===== config.mk =====
export PLATFORM = sky130hd
export DESIGN_NAME = lcr_top
export DESIGN_NICKNAME = d
export VERILOG_FILES = /design/src/verilog/lcr_pkg.sv /design/src/verilog/lcr_meas_if.sv /design/src/verilog/lcr_sum.sv /design/src/verilog/lcr_top.sv
export VERILOG_INCLUDE_DIRS = /design/src /design/src/verilog
export SDC_FILE = /design/constraint.sdc
export NUM_CORES = 1
export LEC_CHECK = 0
export ABC_AREA = 1
export BUFFER_PORTS_ARGS = -buffer_cell sky130_fd_sc_hd__clkbuf_2
export CAP_MARGIN = 0
export CORE_ASPECT_RATIO = 0.7
export CORE_MARGIN = 3
export CORE_UTILIZATION = 25
export DETAILED_ROUTE_END_ITERATION = 12
export SLEW_MARGIN = 0
export SYNTH_ARGS = -nofsm -noshare
export SYNTH_HDL_FRONTEND = slang
export SYNTH_SLANG_ARGS = --single-unit

===== constraint.sdc =====
create_clock -name mclk -period 1.5 [get_ports mclk]
set_input_delay 0.075 -clock mclk [delete_from_list [all_inputs] [get_ports mclk]]
set_output_delay 0.075 -clock mclk [all_outputs]
set_load 0.02 [all_outputs]

===== src/verilog/lcr_map.svh =====
/*
 * register offsets, field positions, reset values and timing counts of the
 * load current readout. assumes inclusion by bare name from design files.
 */
`ifndef LCR_MAP_SVH
`define LCR_MAP_SVH

`define LCR_OFF_SELECT      8'h24
`define LCR_OFF_HIGH        8'h25
`define LCR_OFF_LOW         8'h26
`define LCR_SEL_BIT         0
`define LCR_RST_SELECT      8'h00
`define LCR_RST_HIGH        8'h00
`define LCR_RST_LOW         8'h01
`define LCR_CODE_W          9
`define LCR_STEP_MA         20
`define LCR_MEAS_CYCLES     16

`endif


===== src/verilog/lcr_pkg.sv =====
/*
 * types of the load current readout.
 * assumes nothing beyond a sv compiler.
 */
package lcr_pkg;
    typedef enum logic [0:0] {
        LCR_IDLE = 1'b0,
        LCR_MEAS = 1'b1
    } lcr_state_t;
endpackage


===== src/verilog/lcr_meas_if.sv =====
/*
 * carrier between the readout top and its sum stage.
 * assumes one clock domain.
 */
`timescale 1ns/1ps
interface lcr_meas_if;
    logic       selSecond;
    logic [8:0] code;
    modport top (output selSecond, input code);
    modport sum (input selSecond, output code);
endinterface


===== src/verilog/lcr_sum.sv =====
/*
 * combines per-phase current codes into the reported code.
 * assumes phase codes and phase roles arrive on mclk.
 */
`timescale 1ns/1ps
module lcr_sum
    import lcr_pkg::*;
(
    // phase data
    input  wire logic [8:0] firstCode,
    input  wire logic [8:0] secondCode,
    input  wire logic       firstIsMaster,
    input  wire logic       secondIsMaster,
    // carrier
    lcr_meas_if.sum         meas
);
    logic [9:0] sumWide;

    // master reports both phases; saturate at the nine bit ceiling of 10.22 A
    always_comb begin
        sumWide = {1'b0, firstCode} + {1'b0, secondCode};
        if (meas.selSecond ? secondIsMaster : firstIsMaster) begin
            meas.code = sumWide[9] ? 9'h1ff : sumWide[8:0];
        end else begin
            meas.code = meas.selSecond ? secondCode : firstCode;
        end
    end
endmodule


===== src/verilog/lcr_top.sv =====
/*
 * load current readout: selection register, measurement sequencer and the
 * two read-only result registers, on a byte wide register port. the sum
 * stage that merges master and slave phase codes sits in lcr_sum.
 * assumes the register port and the phase monitor inputs are on mclk, so
 * none of them is synchronised here; the measurement length is a parameter
 * because the real conversion time is not known.
 */
`timescale 1ns/1ps
`include "lcr_map.svh"

module lcr_top
    import lcr_pkg::*;
#(
    parameter int MEAS_CYCLES = `LCR_MEAS_CYCLES
)
(
    // clock and reset
    input  wire logic       mclk,
    input  wire logic       sys_rst,
    // register port
    input  wire logic       regWrite,
    input  wire logic       regRead,
    input  wire logic [7:0] regAddr,
    input  wire logic [7:0] regWdata,
    output logic      [7:0] regRdata,
    // phase monitors
    input  wire logic [8:0] firstCode,
    input  wire logic [8:0] secondCode,
    input  wire logic       firstIsMaster,
    input  wire logic       secondIsMaster,
    // status
    output logic            measBusy
);
    lcr_meas_if meas ();

    // sequencer state, select copy and the registered result
    lcr_state_t  state_q, state_d;
    logic [7:0]  select_q, select_d;
    logic [8:0]  result_q, result_d;
    logic [15:0] cnt_q, cnt_d;
    logic        busy_q, busy_d;
    // read data and port decode
    logic [7:0]  rdata_q, rdata_d;
    logic        selWrite;
    // check helpers, read only by the assertions at the bottom
    logic [15:0] busyAge_q, busyAge_d;
    logic [9:0]  sumCheck;

    assign selWrite = regWrite && regAddr == `LCR_OFF_SELECT;
    assign meas.selSecond = select_q[`LCR_SEL_BIT];

    lcr_sum lcr_sum_i (
        .firstCode      (firstCode),
        .secondCode     (secondCode),
        .firstIsMaster  (firstIsMaster),
        .secondIsMaster (secondIsMaster),
        .meas           (meas)
    );

    // sequencer next state; a write mid-measurement restarts the count
    always_comb begin
        state_d  = state_q;
        select_d = select_q;
        result_d = result_q;
        cnt_d    = cnt_q;
        if (selWrite) begin
            select_d = regWdata; // reserved bits are r/w, kept as written
            state_d  = LCR_MEAS;
            cnt_d    = 16'(MEAS_CYCLES - 1);
        end else begin
            case (state_q)
                LCR_IDLE: begin
                    cnt_d = cnt_q;
                end
                LCR_MEAS: begin
                    if (cnt_q == 16'h0000) begin
                        result_d = meas.code;
                        state_d  = LCR_IDLE;
                    end else begin
                        cnt_d = cnt_q - 16'h0001;
                    end
                end
                default: state_d = LCR_IDLE;
            endcase
        end
        // busy is registered beside the state so the pin needs no decode
        busy_d = state_d == LCR_MEAS;
    end

    // read mux; unmapped addresses read zero
    always_comb begin
        rdata_d = rdata_q;
        if (regRead) begin
            case (regAddr)
                `LCR_OFF_SELECT: rdata_d = select_q;
                `LCR_OFF_HIGH:   rdata_d = {7'h00, result_q[8]};
                `LCR_OFF_LOW:    rdata_d = result_q[7:0];
                default:         rdata_d = 8'h00;
            endcase
        end
    end

    // sequencer registers; reset abandons any measurement in flight
    always_ff @(posedge mclk) begin
        if (sys_rst) begin
            state_q  <= LCR_IDLE;
            select_q <= `LCR_RST_SELECT;
            result_q <= {1'(`LCR_RST_HIGH), 8'(`LCR_RST_LOW)};
            cnt_q    <= 16'h0000;
            busy_q   <= 1'b0;
        end else begin
            state_q  <= state_d;
            select_q <= select_d;
            result_q <= result_d;
            cnt_q    <= cnt_d;
            busy_q   <= busy_d;
        end
    end

    // read data register; holding it between reads lets a slow reader sample late
    always_ff @(posedge mclk) begin
        if (sys_rst) begin
            rdata_q <= 8'h00;
        end else begin
            rdata_q <= rdata_d;
        end
    end

    // both outputs come straight from flops
    assign regRdata = rdata_q;
    assign measBusy = busy_q;

    // busy age: cycles spent measuring since the last start
    always_comb begin
        busyAge_d = busyAge_q;
        if (selWrite || !busy_q) begin
            busyAge_d = 16'h0000;
        end else if (busyAge_q != 16'hffff) begin
            busyAge_d = busyAge_q + 16'h0001; // stops at the top, never wraps
        end
    end

    // busy age register
    always_ff @(posedge mclk) begin
        if (sys_rst) begin
            busyAge_q <= 16'h0000;
        end else begin
            busyAge_q <= busyAge_d;
        end
    end

    // full width phase sum, so an overflow is visible to the checks
    assign sumCheck = {1'b0, firstCode} + {1'b0, secondCode};

    // select writes: each one starts work and lands its bits
    a_write_starts: assert property (@(posedge mclk) disable iff (sys_rst)
        selWrite |=> measBusy)
        else $error("select write did not start");
    a_select_bit: assert property (@(posedge mclk) disable iff (sys_rst)
        selWrite |=> meas.selSecond == $past(regWdata[0]))
        else $error("select bit not taken");
    a_select_kept: assert property (@(posedge mclk) disable iff (sys_rst)
        selWrite |=> select_q == $past(regWdata))
        else $error("select register not written");

    // result register: held while measuring or idle, loaded once at the end,
    // and a measurement never outlives its programmed length
    a_result_held: assert property (@(posedge mclk) disable iff (sys_rst)
        (measBusy && cnt_q != 16'h0000) || selWrite |=> $stable(result_q))
        else $error("result changed mid measurement");
    a_result_load: assert property (@(posedge mclk) disable iff (sys_rst)
        measBusy && cnt_q == 16'h0000 && !selWrite |=> result_q == $past(meas.code))
        else $error("result not loaded at end");
    a_idle_hold: assert property (@(posedge mclk) disable iff (sys_rst)
        !measBusy && !selWrite |=> $stable(result_q))
        else $error("result changed while idle");
    a_busy_falls: assert property (@(posedge mclk) disable iff (sys_rst)
        measBusy && cnt_q == 16'h0000 && !selWrite |=> !measBusy)
        else $error("busy did not fall at end");
    a_busy_bound: assert property (@(posedge mclk) disable iff (sys_rst)
        busyAge_q <= 16'(MEAS_CYCLES))
        else $error("measurement ran too long");

    // read port: both halves of the result, and data that stands between reads
    a_high_read: assert property (@(posedge mclk) disable iff (sys_rst)
        regRead && regAddr == `LCR_OFF_HIGH |=> regRdata == {7'h00, $past(result_q[8])})
        else $error("high register wrong");
    a_low_read: assert property (@(posedge mclk) disable iff (sys_rst)
        regRead && regAddr == `LCR_OFF_LOW |=> regRdata == $past(result_q[7:0]))
        else $error("low register wrong");
    a_read_hold: assert property (@(posedge mclk) disable iff (sys_rst)
        !regRead |=> $stable(regRdata))
        else $error("read data moved without a read");

    // sum stage: a master reports both phases, clipped at the nine bit
    // ceiling; a slave reports its own phase only
    a_master_sum: assert property (@(posedge mclk) disable iff (sys_rst)
        !meas.selSecond && firstIsMaster && !sumCheck[9]
        |-> meas.code == sumCheck[8:0])
        else $error("master sum wrong");
    a_sum_second: assert property (@(posedge mclk) disable iff (sys_rst)
        meas.selSecond && secondIsMaster && !sumCheck[9]
        |-> meas.code == sumCheck[8:0])
        else $error("second master sum wrong");
    a_sum_clip: assert property (@(posedge mclk) disable iff (sys_rst)
        sumCheck[9] && ((!meas.selSecond && firstIsMaster) || (meas.selSecond && secondIsMaster))
        |-> meas.code == 9'h1ff)
        else $error("master sum not clipped");
    a_slave_own: assert property (@(posedge mclk) disable iff (sys_rst)
        meas.selSecond && !secondIsMaster |-> meas.code == secondCode)
        else $error("slave code wrong");
    a_first_own: assert property (@(posedge mclk) disable iff (sys_rst)
        !meas.selSecond && !firstIsMaster |-> meas.code == firstCode)
        else $error("first slave code wrong");
endmodule

After elaboration in Yosys (flattened, before gate mapping)
Cells that the tools add are included.
- word-level logic and storage cells: 33
- flip-flop bits (word level): 42
- output and inout port bits: 9
- bits of input ports: 40
- reductions and logical operators: 6
- multiplexer cells: 11
- $add $sub $neg: 2
- bitwise gates (word level): 2
- eq/ne operators: 6
- operators by type and width (operator ; number):
    two-way mux 16 bit ; 2
    two-way mux 9 bit ; 3
    == test 8 x 6 -> 1 bit, second input constant ; 3
    case mux 8 bit (3 select lines) ; 1
    logical NOT 16 bit ; 1
    subtractor 16 x 1 -> 16 bit, second input constant ; 1
    adder 9 x 9 -> 10 bit ; 1
    two-way mux 1 bit ; 4
    two-way mux 4 bit ; 1
    != test 2 bit, second input constant ; 2
    AND reduction 2 bit ; 2
    != test 3 bit, second input constant ; 1
    AND reduction 3 bit ; 1
    inverter 1 bit ; 2
    OR reduction 2 bit ; 1
    logical AND 1 bit ; 1

Logic depth before layout (Yosys ltp)
- depth in word-level cells: 4
- mapped depth: 12
- depth with buffers taken out: 12

Cells and area by module
Synthesis repeated with hierarchy kept, for this count alone.
- cells, all modules: 481
- area total of the unflattened synthesis: 3010.4 µm²
- modules (own cells, without submodules) (module ; cells each ; area each (µm²) ; sequential area each (µm²) ; times used):
    lcr_top ; 334 ; 2253.4 ; 840.8 ; 1
    lcr_sum ; 147 ; 757.0 ; 0.0 ; 1

Least setup slack after synthesis
No wires, ideal clock.
- path kind: reg2reg
- start point: register cnt_q[0]
- end point: register cnt_q[12]
- arrival: 1.290 ns
- path buffers: 0
- stages on the path, launching flop included: 8
- period minus slack after synthesis: 1.356 ns
- slack: 0.144 ns
- setup time: 0.066 ns
- required time: 1.434 ns
- cell sequence: dfxtp_1 -> inv_1 -> ha_1 -> nand2_1 -> nor3_1 -> xor2_1 -> nand2_1 -> a21oi_2
- cells in the longest elaborated chain, start to end: 3
- ends and longest elaborated chain (element ; RTL line ; source):
    from (decl) ; lcr_top.sv:41 ; logic [15:0] cnt_q, cnt_d;
    from (signal assigned) ; lcr_top.sv:116 ; cnt_q <= cnt_d;
    subtractor 16 x 1 -> 16 bit or logical NOT 16 bit (tied branches) ; lcr_top.sv:81, lcr_top.sv:77 ;
    two-way mux 16 bit or != test 2 bit (tied branches) ; -- ;
    two-way mux 16 bit or AND reduction 2 bit (tied branches) ; -- ;
Several ways; a longest one is shown, not always the timed one. The select of a mux whose other input is x is not followed.
A chain may end at the register's enable or synchronous reset.

Worst setup path in the final report
- start point: register cnt_q[2]
- end point: register result_q[5]
- cells in the longest elaborated chain, start to end: 2
- ends and longest elaborated chain (element ; RTL line ; source):
    logical NOT 16 bit ; lcr_top.sv:77 ; if (cnt_q == 16'h0000) begin
    AND reduction 3 bit (no source line) ; -- ;
    to (signal assigned) ; lcr_top.sv:109 ; result_q <= {1'(`LCR_RST_HIGH), 8'(`LCR_RST_LOW)};
    to (signal assigned) ; lcr_top.sv:115 ; result_q <= result_d;
    to (decl) ; lcr_top.sv:40 ; logic [8:0] result_q, result_d;
No other way between the ends.

==> reports/results.tsv <==
metric	value	unit
Comb pwr share	13.9	%
slowest stage cell, crit path	dfxtp_1	
core area	10500	um2
Seq pwr share	41.4	%
Skew-Pair Late Insertion Delay	280	ps
row count	31	
Ports	49	
syn_area_per_cell	6.60	um2
GRT Util Overall	11.9	%
startpoint types	flop	
Pint	0.00205	W
Starting Density	25.9	%
largest net degree at the start of global routing	18	
critical path peak fanout	11	
max-slew violations	0	
sequential element share of the synthesized area	30.9	%
Die W	131	um
Switching Fraction	24.0	%
Syn Nets	464	
gpl congestion	0.889	
vias in the first global route	2532	
CTS Hold Bufs	0	
delay-heaviest family, CP	simple AND/OR/NAND/NOR gates	
CP cell instances	nor2_2 > nand2_2 > nor2_4 > nand3_1 > nor2_2 > buf_4 > o21ai_0 > a21oi_1	
Final Hold Violating Endpoints	0	
clock sink total	42	
Synth Cell Area	2720	um2
Routed Antenna Nets	0	
vias per cell	4.51	
residual DRC count	0	
WL final	7280	um
WP data arrival	1640	ps
HPWL after detailed placement	5770	um
Reg clk slew, reported paths	60	ps
leakage power	1.63	nW
RSZ-0062 raised after global routing	true	
library cells used by synthesis	31	
minimum clock period	1430	ps
worst hold path class	primary input to flop	
CTS tree	done	
DRT iter0 DRCs	117	
share of layout cells above drive strength 1	26.3	%
crit path from	cnt_q[2]	
die height	93.2	um
dpl cells	603	
Num CTS Buffers	5	
Ant. Diodes	0	
pre-CTS setup slack	-51.4	ps
Pre-antenna DRT Iters	4	
worst vdd ir	0.000487	V
CTS Buffer Depth	2	
drt wl/cell	11.8	um
Synth area leaders	dfxtp_1, nand2_1, a21oi_1, inv_1, nor2_1	
max frequency	0.701	GHz
post-synth top area cell	dfxtp_1	
final cell utilization of the core	33.4	%
top-area cell type share of the netlist area	30.9	%
CP required	1710	ps
Setup Viol. Count Final	0	
slew margin rel.	67.5	%
area delta synth->final	28.6	%
max cap viols	0	
vias	2771	
Reg2Reg Depth	8	
Worst path depth	8	
synth warn	0	
grt total ovfl	0	
Critical Path Max Stage Delay	340	ps
WP buf/inv	1	
Cell Pwr Density	773	nW/um2
final net count	534	
Most common cell on crit path	nor2_2	
first-pass GRT wire length	11800	um
Port Buffer Count	48	
status	finished clean	
Mapped Cells	412	
die area	12200	um2
FF-to-FF Start	cnt_q[2]	
worst-margin pin slew	485	ps
H-Tree Depth	2	
Yosys reg bits	42	
initial antenna violation count	0	
Clk pwr share	44.8	%
hold path cells	3	
Layout Cells excl Fill	615	
Layout fillers	1121	
Worst setup EP type	flop	
part of the cycle the worst path needs	95.0	%
Net Sw Power	0.000649	W
crit path kind	flop to flop	
Worst Hold Launch	regWdata[2]	
clk root buf	clkbuf_16	
Clock Skew	3.14	ps
PnR worst setup slack	74.4	ps
[timing repair]
action                                  CTS  global route
buffers inserted                          0             3
resized for setup                         2            22
cloned                                    0             1
pin swaps                                 2             9
endpoints found under the hold margin     0             0
endpoints found under the setup margin    6            25
[metrics by stage]
step / instance area [um2] / hold WS [ps] / power [W] / setup TNS, ps
2_1_floorplan: 2720 / 265 / 0.00136 / 0
3_3_place_gp: 3220 / 376 / 0.00150 / -12.9
3_5_place_dp: 3220 / 386 / 0.00150 / -198
4_1_cts: 3390 / 95.1 / 0.00271 / 0
5_1_grt: 3500 / 135 / 0.00282 / -212
6_report: 3500 / 85.6 / 0.00270 / 0
[worst paths after layout]
path                            slack [ps]           to
worst max register to register          70  result_q[5]
worst min-delay path                    90  select_q[2]
worst max-delay path                    70  result_q[5]
worst min register to register         450  select_q[5]
[logic make-up after synthesis]
logic type | Yosys count | share of synthesized area, %
fa+ha+maj | 12 | 5.80
flops | 42 | 30.9
buf+inv | 55 | 9.25
compound gates | 79 | 15.3
xor+xnor | 14 | 4.51
simple gates | 210 | 34.2
[final cells by class]
class | instances | area, um2 | share of cell area [%]
clock buffer | 5 | 125 | 3.58
clock inverter | 3 | 40.0 | 1.15
timing repair buffer | 75 | 455 | 13.0
tap | 132 | 165 | 4.72
inverter | 42 | 163 | 4.65
multi-input combinational | 316 | 1700 | 48.7
sequential | 42 | 845 | 24.2
[cell usage after synthesis, drive strengths merged]
| master | count |
|---|---|
| fa | 1 |
| o211ai | 1 |
| nor2 | 52 |
| buf | 8 |
| nand3b | 2 |
| or2 | 1 |
| xnor2 | 4 |
| nand3 | 27 |
| clkbuf | 5 |
| ha | 11 |
| dfxtp | 42 |
| a21oi | 47 |
| a21boi | 1 |
| xor2 | 10 |
| o21ai | 30 |
| nor3 | 7 |
| inv | 42 |
| nand4 | 2 |
| nand2 | 119 |
[state kept, by name, indices dropped and copies added (netlist names)]
register,flops
measBusy,1
result_q,9
cnt_q,16
select_q,8
regRdata,8
[worst min-delay path: stages]
cell and delay, ps:
clkbuf_2 80, o21ai_0 70, a21oi_1 100
[power groups by stage]
| stage | Sequential (W) | Clock (W) | Combinational (W) |
|---|---|---|---|
| 2_1_floorplan | 0.00114 | 0 | 0.000214 |
| 3_3_place_gp | 0.00114 | 0 | 0.000355 |
| 3_5_place_dp | 0.00114 | 0 | 0.000360 |
| 4_1_cts | 0.00112 | 0.00123 | 0.000363 |
| 5_1_grt | 0.00112 | 0.00128 | 0.000427 |
| 6_report | 0.00112 | 0.00121 | 0.000375 |
[layout by cell type (no fill, tap or decap), types with 3 or more instances in the layout]
cell type,instances
nand2_1,112
clkbuf_2,48
a21oi_1,44
dfxtp_1,39
inv_1,37
nor2_1,35
buf_4,26
nand3_1,25
o21ai_0,21
nor2_2,15
xor2_1,10
ha_1,10
o21ai_1,9
clkbuf_16,5
xnor2_1,4
nand2_2,4
inv_2,3
nor3_2,3
nand2_4,3
nor3_1,3
a21oi_2,3
dfxtp_2,3
[routing by layer]
layer | GRT usage (%) | wire (um) | vias up
met5 | 0 | 0 | -
met4 | 3.17 | 107 | 0
li1 | - | - | 1470
met1 | 17.4 | 3920 | 1237
met2 | 17.9 | 2960 | 55
met3 | 2.11 | 292 | 9
(Power assumes the default switching activity.)
